### src/week_timer_pkg.sv
// constants, offsets and reset values of the week timer core
package week_timer_pkg;
   localparam int ADDR_W = 5;
   localparam logic [ADDR_W-1:0] OFS_CONTROL = 5'h00;
   localparam logic [ADDR_W-1:0] OFS_SECONDS = 5'h04;
   localparam logic [ADDR_W-1:0] OFS_ALARM = 5'h08;
   localparam logic [ADDR_W-1:0] OFS_PRESCALER = 5'h0c;
   localparam logic [ADDR_W-1:0] OFS_RATE = 5'h10;
   localparam int RUN_BIT = 0;
   localparam int SECONDS_W = 28;
   localparam int PRESC_W = 15;
   localparam int RATE_W = 4;
   localparam logic [SECONDS_W-1:0] SECONDS_RESET = 28'h000_0000;
   localparam logic [SECONDS_W-1:0] ALARM_RESET = 28'h0ff_ffff;
   localparam logic [RATE_W-1:0] RATE_RESET = 4'h0;
   localparam logic [RATE_W-1:0] RATE_OFF = 4'h0;
   localparam logic [RATE_W-1:0] RATE_MAX = 4'hf;
   localparam logic [PRESC_W-1:0] PRESC_RESET = 15'h0000;
   localparam int CLK_HZ = 200_000_000;
   localparam int TICK_HZ = 32_768;
   localparam int ACC_W = 28;
   localparam logic [1:0] RESP_OKAY = 2'b00;
   localparam logic [1:0] RESP_SLVERR = 2'b10;
endpackage : week_timer_pkg

### src/week_timer_counter_core.sv
// week timer core: prescaler, seconds counter, alarm compare, sub-second tap, axi4-lite slave
//
// Chosen here: the AXI4-Lite register port.
`timescale 1ns/1ps
module week_timer_counter_core
   import week_timer_pkg::*;
#(
   parameter int CLK_FREQ_HZ = CLK_HZ,
   parameter int TICK_FREQ_HZ = TICK_HZ
) (
   input wire logic aclk,
   input wire logic aresetn,
   input wire logic [ADDR_W-1:0] s_axi_awaddr,
   input wire logic [2:0] s_axi_awprot,
   input wire logic s_axi_awvalid,
   output logic s_axi_awready,
   input wire logic [31:0] s_axi_wdata,
   input wire logic [3:0] s_axi_wstrb,
   input wire logic s_axi_wvalid,
   output logic s_axi_wready,
   output logic [1:0] s_axi_bresp,
   output logic s_axi_bvalid,
   input wire logic s_axi_bready,
   input wire logic [ADDR_W-1:0] s_axi_araddr,
   input wire logic [2:0] s_axi_arprot,
   input wire logic s_axi_arvalid,
   output logic s_axi_arready,
   output logic [31:0] s_axi_rdata,
   output logic [1:0] s_axi_rresp,
   output logic s_axi_rvalid,
   input wire logic s_axi_rready,
   output logic week_alarm_irq,
   output logic week_powerup_event,
   output logic subsecond_irq,
   output logic subsecond_time_base
);
   // write channel holding
   logic aw_held_ff;
   logic w_held_ff;
   logic [ADDR_W-1:0] awaddr_ff;
   logic [31:0] wdata_ff;
   logic [3:0] wstrb_ff;
   logic bvalid_ff;
   logic [1:0] bresp_ff;
   logic arready_ff;
   logic rvalid_ff;
   logic [31:0] rdata_ff;
   logic [1:0] rresp_ff;
   // timer state
   logic run_ff;
   logic [SECONDS_W-1:0] seconds_ff;
   logic [SECONDS_W-1:0] alarm_ff;
   logic [RATE_W-1:0] rate_ff;
   logic [PRESC_W-1:0] presc_ff;
   logic [ACC_W-1:0] acc_ff;
   logic tick_ff;
   logic sec_pend_ff;
   logic [SECONDS_W-1:0] sec_load_ff;
   logic tap_prev_ff;
   logic alarm_irq_ff;
   logic powerup_ff;
   logic subsec_ff;
   logic tap_ff;
   logic awready_ff;
   logic wready_ff;

   logic do_write;
   logic [31:0] cur_word;
   logic [31:0] new_word;
   logic [ACC_W-1:0] nxt_acc;
   logic [ACC_W:0] acc_sum;
   logic tap_now;
   logic [31:0] rd_word;
   logic rd_hit;
   logic wr_hit;
   logic nxt_aw_held;
   logic nxt_w_held;
   logic nxt_bvalid;

   localparam logic [ACC_W:0] ACC_STEP = (ACC_W+1)'(TICK_FREQ_HZ);
   localparam logic [ACC_W:0] ACC_WRAP = (ACC_W+1)'(CLK_FREQ_HZ);

   assign s_axi_awready = awready_ff;
   assign s_axi_wready = wready_ff;
   assign s_axi_bvalid = bvalid_ff;
   assign s_axi_bresp = bresp_ff;
   assign s_axi_arready = arready_ff;
   assign s_axi_rvalid = rvalid_ff;
   assign s_axi_rdata = rdata_ff;
   assign s_axi_rresp = rresp_ff;
   assign week_alarm_irq = alarm_irq_ff;
   assign week_powerup_event = powerup_ff;
   assign subsecond_irq = subsec_ff;
   assign subsecond_time_base = tap_ff;

   assign do_write = aw_held_ff & w_held_ff & ~bvalid_ff;

   // next holding state, so both ready outputs come straight from flops
   always_comb begin
      nxt_aw_held = aw_held_ff;
      nxt_w_held = w_held_ff;
      nxt_bvalid = bvalid_ff;
      if (s_axi_awvalid && awready_ff) begin
         nxt_aw_held = 1'b1;
      end else if (do_write) begin
         nxt_aw_held = 1'b0;
      end
      if (s_axi_wvalid && wready_ff) begin
         nxt_w_held = 1'b1;
      end else if (do_write) begin
         nxt_w_held = 1'b0;
      end
      if (do_write) begin
         nxt_bvalid = 1'b1;
      end else if (s_axi_bready) begin
         nxt_bvalid = 1'b0;
      end
   end

   always_ff @(posedge aclk) begin
      if (!aresetn) begin
         awready_ff <= 1'b0;
      end else begin
         awready_ff <= ~nxt_aw_held & ~nxt_bvalid;
      end
   end

   always_ff @(posedge aclk) begin
      if (!aresetn) begin
         wready_ff <= 1'b0;
      end else begin
         wready_ff <= ~nxt_w_held & ~nxt_bvalid;
      end
   end

   // current word of the addressed register, for byte-lane merging
   always_comb begin
      cur_word = 32'h0000_0000;
      wr_hit = 1'b1;
      case (awaddr_ff)
         OFS_CONTROL: cur_word[RUN_BIT] = run_ff;
         OFS_SECONDS: cur_word[SECONDS_W-1:0] = sec_pend_ff ? sec_load_ff : seconds_ff;
         OFS_ALARM: cur_word[SECONDS_W-1:0] = alarm_ff;
         OFS_PRESCALER: cur_word[PRESC_W-1:0] = presc_ff;
         OFS_RATE: cur_word[RATE_W-1:0] = rate_ff;
         default: wr_hit = 1'b0;
      endcase
   end

   always_comb begin
      for (int i = 0; i < 4; i++) begin
         new_word[i*8 +: 8] = wstrb_ff[i] ? wdata_ff[i*8 +: 8] : cur_word[i*8 +: 8];
      end
   end

   // write address and data taken in either order
   always_ff @(posedge aclk) begin
      if (!aresetn) begin
         aw_held_ff <= 1'b0;
         awaddr_ff <= OFS_CONTROL;
      end else if (s_axi_awvalid && s_axi_awready) begin
         aw_held_ff <= 1'b1;
         awaddr_ff <= {s_axi_awaddr[ADDR_W-1:2], 2'b00};
      end else if (do_write) begin
         aw_held_ff <= 1'b0;
      end
   end

   always_ff @(posedge aclk) begin
      if (!aresetn) begin
         w_held_ff <= 1'b0;
         wdata_ff <= 32'h0000_0000;
         wstrb_ff <= 4'h0;
      end else if (s_axi_wvalid && s_axi_wready) begin
         w_held_ff <= 1'b1;
         wdata_ff <= s_axi_wdata;
         wstrb_ff <= s_axi_wstrb;
      end else if (do_write) begin
         w_held_ff <= 1'b0;
      end
   end

   always_ff @(posedge aclk) begin
      if (!aresetn) begin
         bvalid_ff <= 1'b0;
         bresp_ff <= RESP_OKAY;
      end else if (do_write) begin
         bvalid_ff <= 1'b1;
         bresp_ff <= (wr_hit && awaddr_ff != OFS_PRESCALER) ? RESP_OKAY : RESP_SLVERR;
      end else if (s_axi_bready) begin
         bvalid_ff <= 1'b0;
      end
   end

   // read: data one cycle after the address is taken
   always_comb begin
      rd_word = 32'h0000_0000;
      rd_hit = 1'b1;
      case ({s_axi_araddr[ADDR_W-1:2], 2'b00})
         OFS_CONTROL: rd_word[RUN_BIT] = run_ff;
         OFS_SECONDS: rd_word[SECONDS_W-1:0] = seconds_ff;
         OFS_ALARM: rd_word[SECONDS_W-1:0] = alarm_ff;
         OFS_PRESCALER: rd_word[PRESC_W-1:0] = presc_ff;
         OFS_RATE: rd_word[RATE_W-1:0] = rate_ff;
         default: rd_hit = 1'b0;
      endcase
   end

   always_ff @(posedge aclk) begin
      if (!aresetn) begin
         arready_ff <= 1'b0;
         rvalid_ff <= 1'b0;
         rdata_ff <= 32'h0000_0000;
         rresp_ff <= RESP_OKAY;
      end else if (rvalid_ff) begin
         arready_ff <= 1'b0;
         if (s_axi_rready) begin
            rvalid_ff <= 1'b0;
         end
      end else if (s_axi_arvalid && !arready_ff) begin
         arready_ff <= 1'b1;
      end else if (s_axi_arvalid && arready_ff) begin
         arready_ff <= 1'b0;
         rvalid_ff <= 1'b1;
         rdata_ff <= rd_word;
         rresp_ff <= rd_hit ? RESP_OKAY : RESP_SLVERR;
      end else begin
         arready_ff <= 1'b0;
      end
   end

   // fractional divider: one tick enable per prescaler count, TICK_FREQ_HZ of them per CLK_FREQ_HZ clock cycles
   always_comb begin
      acc_sum = {1'b0, acc_ff} + ACC_STEP;
      if (acc_sum >= ACC_WRAP) begin
         nxt_acc = ACC_W'(acc_sum - ACC_WRAP);
      end else begin
         nxt_acc = acc_sum[ACC_W-1:0];
      end
   end

   always_ff @(posedge aclk) begin
      if (!aresetn) begin
         acc_ff <= '0;
         tick_ff <= 1'b0;
      end else begin
         acc_ff <= nxt_acc;
         tick_ff <= (acc_sum >= ACC_WRAP);
      end
   end

   // control and configuration writes
   always_ff @(posedge aclk) begin
      if (!aresetn) begin
         run_ff <= 1'b0;
         alarm_ff <= ALARM_RESET;
         rate_ff <= RATE_RESET;
      end else if (do_write) begin
         case (awaddr_ff)
            OFS_CONTROL: run_ff <= new_word[RUN_BIT];
            OFS_ALARM: alarm_ff <= new_word[SECONDS_W-1:0];
            OFS_RATE: rate_ff <= new_word[RATE_W-1:0];
            default: run_ff <= run_ff;
         endcase
      end
   end

   // prescaler stops at zero while not running
   always_ff @(posedge aclk) begin
      if (!aresetn) begin
         presc_ff <= PRESC_RESET;
      end else if (!run_ff) begin
         presc_ff <= PRESC_RESET;
      end else if (tick_ff) begin
         presc_ff <= presc_ff + 1'b1;
      end
   end

   // seconds write staged until the next tick
   always_ff @(posedge aclk) begin
      if (!aresetn) begin
         sec_pend_ff <= 1'b0;
         sec_load_ff <= SECONDS_RESET;
      end else if (do_write && awaddr_ff == OFS_SECONDS) begin
         sec_pend_ff <= 1'b1;
         sec_load_ff <= new_word[SECONDS_W-1:0];
      end else if (tick_ff) begin
         sec_pend_ff <= 1'b0;
      end
   end

   always_ff @(posedge aclk) begin
      if (!aresetn) begin
         seconds_ff <= SECONDS_RESET;
      end else if (tick_ff && sec_pend_ff) begin
         seconds_ff <= sec_load_ff;
      end else if (tick_ff && run_ff && presc_ff == PRESC_RESET) begin
         seconds_ff <= seconds_ff + 1'b1;
      end
   end

   // alarm compare, level while at or above threshold
   always_ff @(posedge aclk) begin
      if (!aresetn) begin
         alarm_irq_ff <= 1'b0;
         powerup_ff <= 1'b0;
      end else begin
         alarm_irq_ff <= (seconds_ff >= alarm_ff);
         powerup_ff <= (seconds_ff >= alarm_ff);
      end
   end

   // selected tap: rate 0 none, rate n uses prescaler bit 14-n, rate 15 the tick itself
   always_comb begin
      tap_now = 1'b0;
      if (rate_ff == RATE_MAX) begin
         tap_now = tick_ff & run_ff;
      end else if (rate_ff != RATE_OFF) begin
         tap_now = presc_ff[4'(4'd14 - rate_ff)];
      end
   end

   always_ff @(posedge aclk) begin
      if (!aresetn) begin
         tap_prev_ff <= 1'b0;
         tap_ff <= 1'b0;
         subsec_ff <= 1'b0;
      end else begin
         tap_prev_ff <= tap_now;
         tap_ff <= tap_now;
         if (rate_ff == RATE_OFF) begin
            subsec_ff <= 1'b0;
         end else if (rate_ff == RATE_MAX) begin
            subsec_ff <= tap_now;
         end else begin
            subsec_ff <= tap_now & ~tap_prev_ff;
         end
      end
   end
endmodule : week_timer_counter_core

### config.mk
export PLATFORM = sky130hd
export DESIGN_NAME = week_timer_counter_core
export DESIGN_NICKNAME = d
export VERILOG_FILES = /design/src/week_timer_pkg.sv /design/src/week_timer_counter_core.sv
export SDC_FILE = /design/constraint.sdc
export NUM_CORES = 1
export LEC_CHECK = 0
export ABC_AREA = 1
export BUFFER_PORTS_ARGS = -buffer_cell sky130_fd_sc_hd__buf_2
export CAP_MARGIN = 20
export CORE_MARGIN = 2
export CORE_UTILIZATION = 60
export DETAILED_ROUTE_END_ITERATION = 12
export PLACE_DENSITY_LB_ADDON = 0.15
export SLEW_MARGIN = 30
export SYNTH_ARGS = -nofsm -noshare
export SYNTH_HDL_FRONTEND = slang
export SYNTH_SLANG_ARGS = --single-unit
### constraint.sdc
create_clock -name aclk -period 2.4 [get_ports aclk]
set_input_delay 0.48 -clock aclk [delete_from_list [all_inputs] [get_ports aclk]]
set_output_delay 0.48 -clock aclk [all_outputs]
set_load 0.01 [all_outputs]
==> results of run 1 <==
## through the flow
step	instance area, µm²	power, mW
finish	12400	6.90
global route	12400	7.11
CTS	12400	6.92
detailed placement	11800	4.04
global placement	11800	4.03
floorplan	11100	3.85
## cell usage after synthesis, types with 7 or more instances
cell type,n,area share
a21oi_1,149,0.067
a21oi_2,9,0.0071
buf_4,7,0.0047
clkbuf_1,61,0.021
dfxtp_1,200,0.36
ha_1,37,0.042
inv_1,196,0.066
inv_2,8,0.0027
nand2_1,285,0.096
nand2_2,13,0.0073
nand3_1,84,0.038
nand4_1,20,0.011
nor2_1,175,0.059
nor3_1,30,0.014
o211ai_1,21,0.014
o21ai_0,226,0.10
o221ai_1,14,0.011
o22ai_1,28,0.016
xor2_1,28,0.022
## kinds of logic (layout without fill, tap and decap cells)
family / Yosys count / after routing / synth area share
buffers and inverters: 286 / 357 / 0.101
AOI/OAI and AO/OA: 460 / 460 / 0.227
xor gates and xnor gates: 31 / 31 / 0.0245
and+or+nand+nor: 628 / 628 / 0.242
adders and majority gates: 37 / 37 / 0.0418
other: 1 / 6 / 0.000338
DFF: 200 / 200 / 0.361
muxes: 2 / 2 / 0.00181
## final cells by class
cell class / count / area, µm² / share of cell area
Inverter: 207 / 777 / 0.0628
Multi-Input combinational cell: 1164 / 5990 / 0.484
Tap cell: 229 / 287 / 0.0231
Clock inverter: 15 / 179 / 0.0145
Timing Repair Buffer: 118 / 716 / 0.0578
Sequential cell: 200 / 4010 / 0.324
Clock buffer: 17 / 425 / 0.0344
## cells in the final DEF, fill, tap and decap left out, types with 2 or more instances in the layout
master and n:
nand2_1 285, mux2i_1 2, inv_8 3, o2111ai_1 2, a31oi_1 5, nor2_2 7, clkbuf_16 17, nand4_1 20
nor3_1 30, buf_4 32, clkinv_8 5, inv_2 8, nand2_2 13, o31ai_1 2, a21oi_2 9, dfxtp_1 199
buf_12 3, o22ai_1 28, nand3_1 84, o211ai_1 21, buf_2 83, ha_1 37, nor2_4 4, xnor2_1 3
xor2_1 28, o221ai_1 14, inv_1 196, inv_6 3, clkinv_1 3, a21oi_1 149, conb_1 6, nand3b_1 2
nor2_1 174, o21ai_0 226, nor3b_1 3
## registers in the layout, summed over array words and instances (netlist names), 3 cells and up
name	flops
rate_ff	4
presc_ff	15
wstrb_ff	4
seconds_ff	28
s_axi_rdata	28
sec_load_ff	28
wdata_ff	28
awaddr_ff	3
alarm_ff	28
acc_ff	19
## power by group through the flow
stage,logic [mW],clock network (mW),registers [mW]
2_1_floorplan,0.330,0,3.52
3_3_place_gp,0.491,0,3.54
3_5_place_dp,0.497,0,3.54
4_1_cts,0.502,2.95,3.46
5_1_grt,0.569,3.07,3.47
6_report,0.510,2.93,3.46
## layer usage
metal  wire length, µm  vias up
li1                  -     5586
met1             13900     5229
met2             15000      491
met3              2270       96
met4              1590        0
met5                 0        -
## final timing paths
path,start,to,slack (ns)
setup / recovery,acc_ff[16]$_SDFF_PN0_,acc_ff[15]$_SDFF_PN0_,0.19
hold reg to reg,s_axi_arready$_SDFF_PP0_,s_axi_arready$_SDFF_PP0_,0.46
hold / removal,s_axi_awaddr[3],awaddr_ff[3]$_SDFFE_PN0P_,0.27
setup reg to reg,acc_ff[16]$_SDFF_PN0_,acc_ff[15]$_SDFF_PN0_,0.19
## worst register-to-register path: stages (launching register included)
cell and delay, ns:
dfxtp_1 0.38, ha_1 0.25, nand2_1 0.11, nor2_2 0.16, nand2_1 0.09, nand2_1 0.13
inv_1 0.11, nand2_1 0.10, nand3_1 0.14, nand3_4 0.12, buf_4 0.24, nand3_1 0.12
a21oi_1 0.19
==> flow_summary_export.csv, run 1 <==
group,metric,value,unit
critical_path,worstSetupEndpointType,"flip-flop",
cts,hold_buffers,0,
power_and_ir_drop,p_per_area,557,nW/µm²
detailed_routing,avgRoutedWirePerCell,16.8,µm
cts,cts_resized,0,
global_route,grt-ovfl-total,0,
cts,cts.clk_slew.worst_paths,0.08,ns
critical_path,critPathMaxStageDelay,0.38,ns
floorplan,placementRows,49,
layout,final_util,0.687,
cts,numCtsBuffers,17,
global_route,grt_max_degree,90,
cts,clkLatencyLatePin,0.46,ns
cts,cts_buffer_depth,2,
timing,maxSlewHeadroom,0.560,
yosys,yosys_register_bits,200,
yosys,yosysWarnings,0,
detailed_routing,firstDrtPassIters,6,
timing,finalCritPeriodShare,0.920,
detailed_routing,wl,32.7,mm
power_and_ir_drop,leakage,5.39,nW
layout,stdcell_count,1950,
critical_path,critPathKind,"flip-flop to flip-flop",
critical_path,crit_top_cell,"nand2_1",
layout,drive_gt1_frac,0.114,
min_path,min_path_type,"input pin to flip-flop",
yosys,synth_flop_cell,"dfxtp_1",
power_and_ir_drop,internal-power,4.98,mW
global_route,globalRouteMet1Util,0.426,
critical_path,crit_arrival,2.58,ns
layout,num-fill-cells,1618,
floorplan,initial_core_util,0.615,
detailed_routing,vias,11402,
power_and_ir_drop,power_frac_seq,0.502,
detailed_routing,final_antenna_net_count,0,
layout,area_growth,11.7,%
place,port_buffers,83,
detailed_routing,drc_errors,0,
global_route,grt_usage,0.334,
timing,setup_violations,0,
place,gp_congestion,0.977,
yosys,synth_cell_types,44,
outcome,status,"finished, final reports clean",
floorplan,core,18000,µm²
global_route,grt_pass1_wl,52.9,mm
cts,cts-htree-levels,4,
critical_path,worstRegToRegCells,12,
place,hpwl,23.2,mm
floorplan,die-area,19600,µm²
yosys,syn_area_per_cell,6.74,µm²
critical_path,cp_max_fo,17,
cts,cts_tree,"done",
timing,drv_slew,0,
yosys,synth_edf_count,0,
place,pre_cts_slack,0.241,ns
cts,clkSinkCount,200,
timing,worst_slew_pin_slew,0.659,ns
detailed_routing,viasPerCell,5.85,
yosys,synthCells,1645,
layout,diodes,0,
timing,setup_slack,0.193,ns
power_and_ir_drop,swShare,0.278,
critical_path,cp_top_family,"simple AND/OR/NAND/NOR gates",
cts,root_buffer,"clkbuf_16",
timing,skew,0.00873,ns
global_route,grt.busiest_layer,"met2",
timing,clock.fmax,453,MHz
yosys,async_flop_share,0,
global_route,grtUsageMet2,0.544,
global_route,antenna_found_initial,0,
critical_path,cp.depth,12,
floorplan,top_level_ports,104,
global_route,grtUsageMet3,0.0530,
critical_path,start_kind,"flip-flop",
yosys,yosysSeqAreaShare,0.361,
timing,hold-worst-slack,0.271,ns
cts,post-cts-setup-buffers,0,
min_path,holdPathStages,3,
place,placedCellCount,1918,
floorplan,dieWidth,140,µm
timing,rsz0062_at_grt,"false",
yosys,syn-cell-area,11100,µm²
timing,min_period,2.21,ns
timing,setup-tns-final,0,ns
power_and_ir_drop,clkPwrFrac,0.424,
global_route,grt_pass1_vias,10709,
critical_path,cp_slowest_cell,"dfxtp_1",
layout,final_nets,1804,
power_and_ir_drop,ir_worst_vdd,0.502,mV
critical_path,crit_required,2.77,ns
critical_path,path_cells,"ha_1 -> nand2_1 -> nor2_2 -> nand2_1 -> nand2_1 -> inv_1 -> nand2_1 -> nand3_1 -> nand3_4 -> buf_4 -> nand3_1 -> a21oi_1",
power_and_ir_drop,switchingPower,1.92,mW
power_and_ir_drop,p_comb_frac,0.074,
timing,finalHoldViolations,0,
critical_path,crit_buf_inv,2,
detailed_routing,drt-initial-drc-count,1164,
run,cap_violations,0,
floorplan,die_h,140,µm
Note: power is estimated with default switching activity, not from simulation.
==> run 2, diff against run 1 <==
Settings changed: ABC_AREA 1 to unset, SETUP_SLACK_MARGIN set to 0.02.
==> flow_summary_export.csv, run 2 <==
group,metric,value,unit
timing,maxSlewHeadroom,0.403,
detailed_routing,wl,29.3,mm
critical_path,path_cells,"nand3_2 -> a2111oi_1 -> a21oi_1 -> o21a_2 -> a2111oi_2 -> xor2_1 -> nor2_1",
global_route,grt_usage,0.310,
timing,rsz0062_at_grt,"true",
yosys,syn_area_per_cell,8.15,µm²
yosys,synthTopCellsByArea,"dfxtp_1 (38%), a21oi_1 (6.0%), nand2_1 (5.7%), nor2_1 (5.3%), ha_1 (4.4%)",
detailed_routing,final_antenna_net_count,0,
critical_path,cp-endpoint,"acc_ff[16]$_SDFF_PN0_",
cts,cts-htree-levels,4,
yosys,synth_cell_types,64,
floorplan,core,17300,µm²
timing,finalCritPeriodShare,0.983,
detailed_routing,viasPerCell,6.07,
timing,drv_slew,0,
outcome,status,"finished, final reports clean",
cts,cts_buffer_depth,2,
detailed_routing,firstDrtPassIters,7,
critical_path,r2r_setup_slack,0.04,ns
critical_path,critPathKind,"flip-flop to flip-flop",
timing,worst_slew_pin_slew,0.894,ns
cts,cts_tree,"done",
yosys,synth.most_common_cell,"dfxtp_1",
critical_path,worstRegToRegCells,7,
place,placedCellCount,1605,
detailed_routing,avgRoutedWirePerCell,17.8,µm
layout,regArea,4010,µm²
yosys,synth_edf_count,0,
critical_path,cp_slowest_cell,"a2111oi_1",
critical_path,cp_max_fo,7,
timing,clock.fmax,424,MHz
layout,layout_commonest_cell,"dfxtp_1",
run,cap_violations,0,
cts,numCtsBuffers,17,
timing,setup_violations,0,
floorplan,die_h,137,µm
critical_path,r2r_end,"acc_ff[16]$_SDFF_PN0_",
global_route,grt_max_degree,55,
power_and_ir_drop,power,7.07,mW
global_route,grt_pass1_wl,46.1,mm
layout,stdcell_count,1642,
layout,multi_input_area,6200,µm²
floorplan,placementRows,48,
yosys,yosysSeqAreaShare,0.376,
yosys,post-synth-top-area-cell,"dfxtp_1",
global_route,grt_pass1_vias,8967,
layout,final_nets,1500,
detailed_routing,vias,9963,
layout,num-fill-cells,1363,
timing,finalHoldViolations,0,
critical_path,critPathMaxStageDelay,0.50,ns
detailed_routing,drt-initial-drc-count,1052,
cts,cts.clk_slew.worst_paths,0.07,ns
critical_path,r2r-start,"acc_ff[17]$_SDFF_PN0_",
layout,drive_gt1_frac,0.190,
layout,final_util,0.721,
cts,clkSinkCount,200,
layout,area_growth,17.3,%
floorplan,dieWidth,137,µm
place,hpwl,20.2,mm
critical_path,setup.worst_path.start,"acc_ff[17]$_SDFF_PN0_",
yosys,synth_top_area_frac,0.376,
min_path,min_path_type,"input pin to flip-flop",
yosys,async_flop_share,0,
layout,final_cell_mix,"dfxtp_1 (196), nand2_1 (161), nor2_1 (148)",
floorplan,die-area,18800,µm²
floorplan,initial_core_util,0.615,
detailed_routing,drc_errors,0,
yosys,yosysWarnings,0,
timing,setup-tns-final,0,ns
layout,final_cell_area,12500,µm²
place,place_area,11600,µm²
power_and_ir_drop,ir_worst_vdd,0.491,mV
timing,skew,0.00738,ns
global_route,grt-ovfl-total,0,
yosys,synthTopCellsByCount,"dfxtp_1 (200), nand2_1 (161), nor2_1 (149)",
yosys,synth_flop_cell,"dfxtp_1",
critical_path,crit_arrival,2.66,ns
power_and_ir_drop,leakage,5.20,nW
yosys,syn-cell-area,10600,µm²
power_and_ir_drop,p_per_area,567,nW/µm²
critical_path,worstSetupEndpointType,"flip-flop",
critical_path,start_kind,"flip-flop",
cts,clkLatencyLatePin,0.43,ns
global_route,antenna_found_initial,0,
timing,min_period,2.36,ns
place,gp_congestion,0.969,
yosys,synthCells,1305,
layout,diodes,0,
critical_path,crit_required,2.70,ns
cts,root_buffer,"clkbuf_16",
floorplan,top_level_ports,104,
place,port_buffers,83,
yosys,yosys_register_bits,200,
==> run 2: where the power goes <==
part | internal (mW) | leakage [nW] | switching [mW] | total (mW)
registers | 3.37 | 1.62 | 0.0440 | 3.41
logic | 0.163 | 3.26 | 0.274 | 0.438
clock network | 1.88 | 0.324 | 1.34 | 3.23
total | 5.41 | 5.20 | 1.66 | 7.07
==> run 2: layer usage <==
layer / vias up / routed length (µm) / track usage
met5: - / 0 / 0
li1: 4791 / - / -
met1: 4656 / 13500 / 0.462
met3: 60 / 2600 / 0.0596
met4: 0 / 527 / 0.0773
met2: 456 / 12600 / 0.457
==> run 2: worst max-delay path, delay by kind of cell, from the launching register on <==
| kind | cells | cell delay (ns) |
|---|---|---|
| AND/OR/NAND/NOR | 2 | 0.25 |
| AO/OA/AOI/OAI | 4 | 1.27 |
| flip-flops | 1 | 0.49 |
| XOR/XNOR | 1 | 0.22 |
==> run 2: area by class of cell <==
| cell class | count | share of cell area |
|---|---|---|
| multi-input combinational | 964 | 0.497 |
| sequential | 200 | 0.321 |
| timing repair buffer | 169 | 0.0897 |
| clock buffer | 17 | 0.0341 |
| tap | 225 | 0.0226 |
| clock inverter | 15 | 0.0193 |
| inverter | 52 | 0.0158 |
==> run 2: worst min path at each step <==
stage | start | endpoint | slack [ns] | cells past startpoint
2_1_floorplan | aw_held_ff$_SDFF_PN0_ | s_axi_awready$_SDFF_PN0_ | 0.43 | 1
3_3_place_gp | subsecond_time_base$_SDFF_PN0_ | subsecond_irq$_SDFF_PP0_ | 0.43 | 1
3_5_place_dp | wdata_ff[18]$_SDFFE_PN0P_ | wdata_ff[18]$_SDFFE_PN0P_ | 0.45 | 2
4_1_cts | s_axi_wstrb[3] | wstrb_ff[3]$_SDFFE_PN0P_ | 0.27 | 3
5_1_grt | s_axi_wdata[24] | wdata_ff[24]$_SDFFE_PN0P_ | 0.28 | 3
6_report | s_axi_wdata[2] | wdata_ff[2]$_SDFFE_PN0P_ | 0.28 | 3
==> run 2: per-stage QoR <==
step	worst slack, ns	hold slack (ns)
floorplan	0.114	0.426
global placement	0.0333	0.430
detailed placement	-0.0122	0.447
CTS	0.0184	0.268
global route	-0.0767	0.277
finish	0.0396	0.276
==> run 2: cell families (layout without fill, tap and decap cells) <==
kind of cell / Yosys count / count (layout) / share of synthesized area
multiplexers: 64 / 64 / 0.0649
XOR/XNOR: 67 / 67 / 0.0552
buffers and inverters: 146 / 253 / 0.0552
flip-flops: 200 / 200 / 0.376
AO/OA/AOI/OAI: 333 / 333 / 0.206
other: 1 / 6 / 0.000353
adder cells (fa/ha/maj): 37 / 37 / 0.0435
AND/OR/NAND/NOR: 457 / 457 / 0.198
==> run 2: timing repair <==
action	4_1_cts	5_1_grt
setup buffers	2	3
resized for setup	7	24
hold buffers	0	0
endpoints found under the setup margin	7	23
pin swaps	3	7
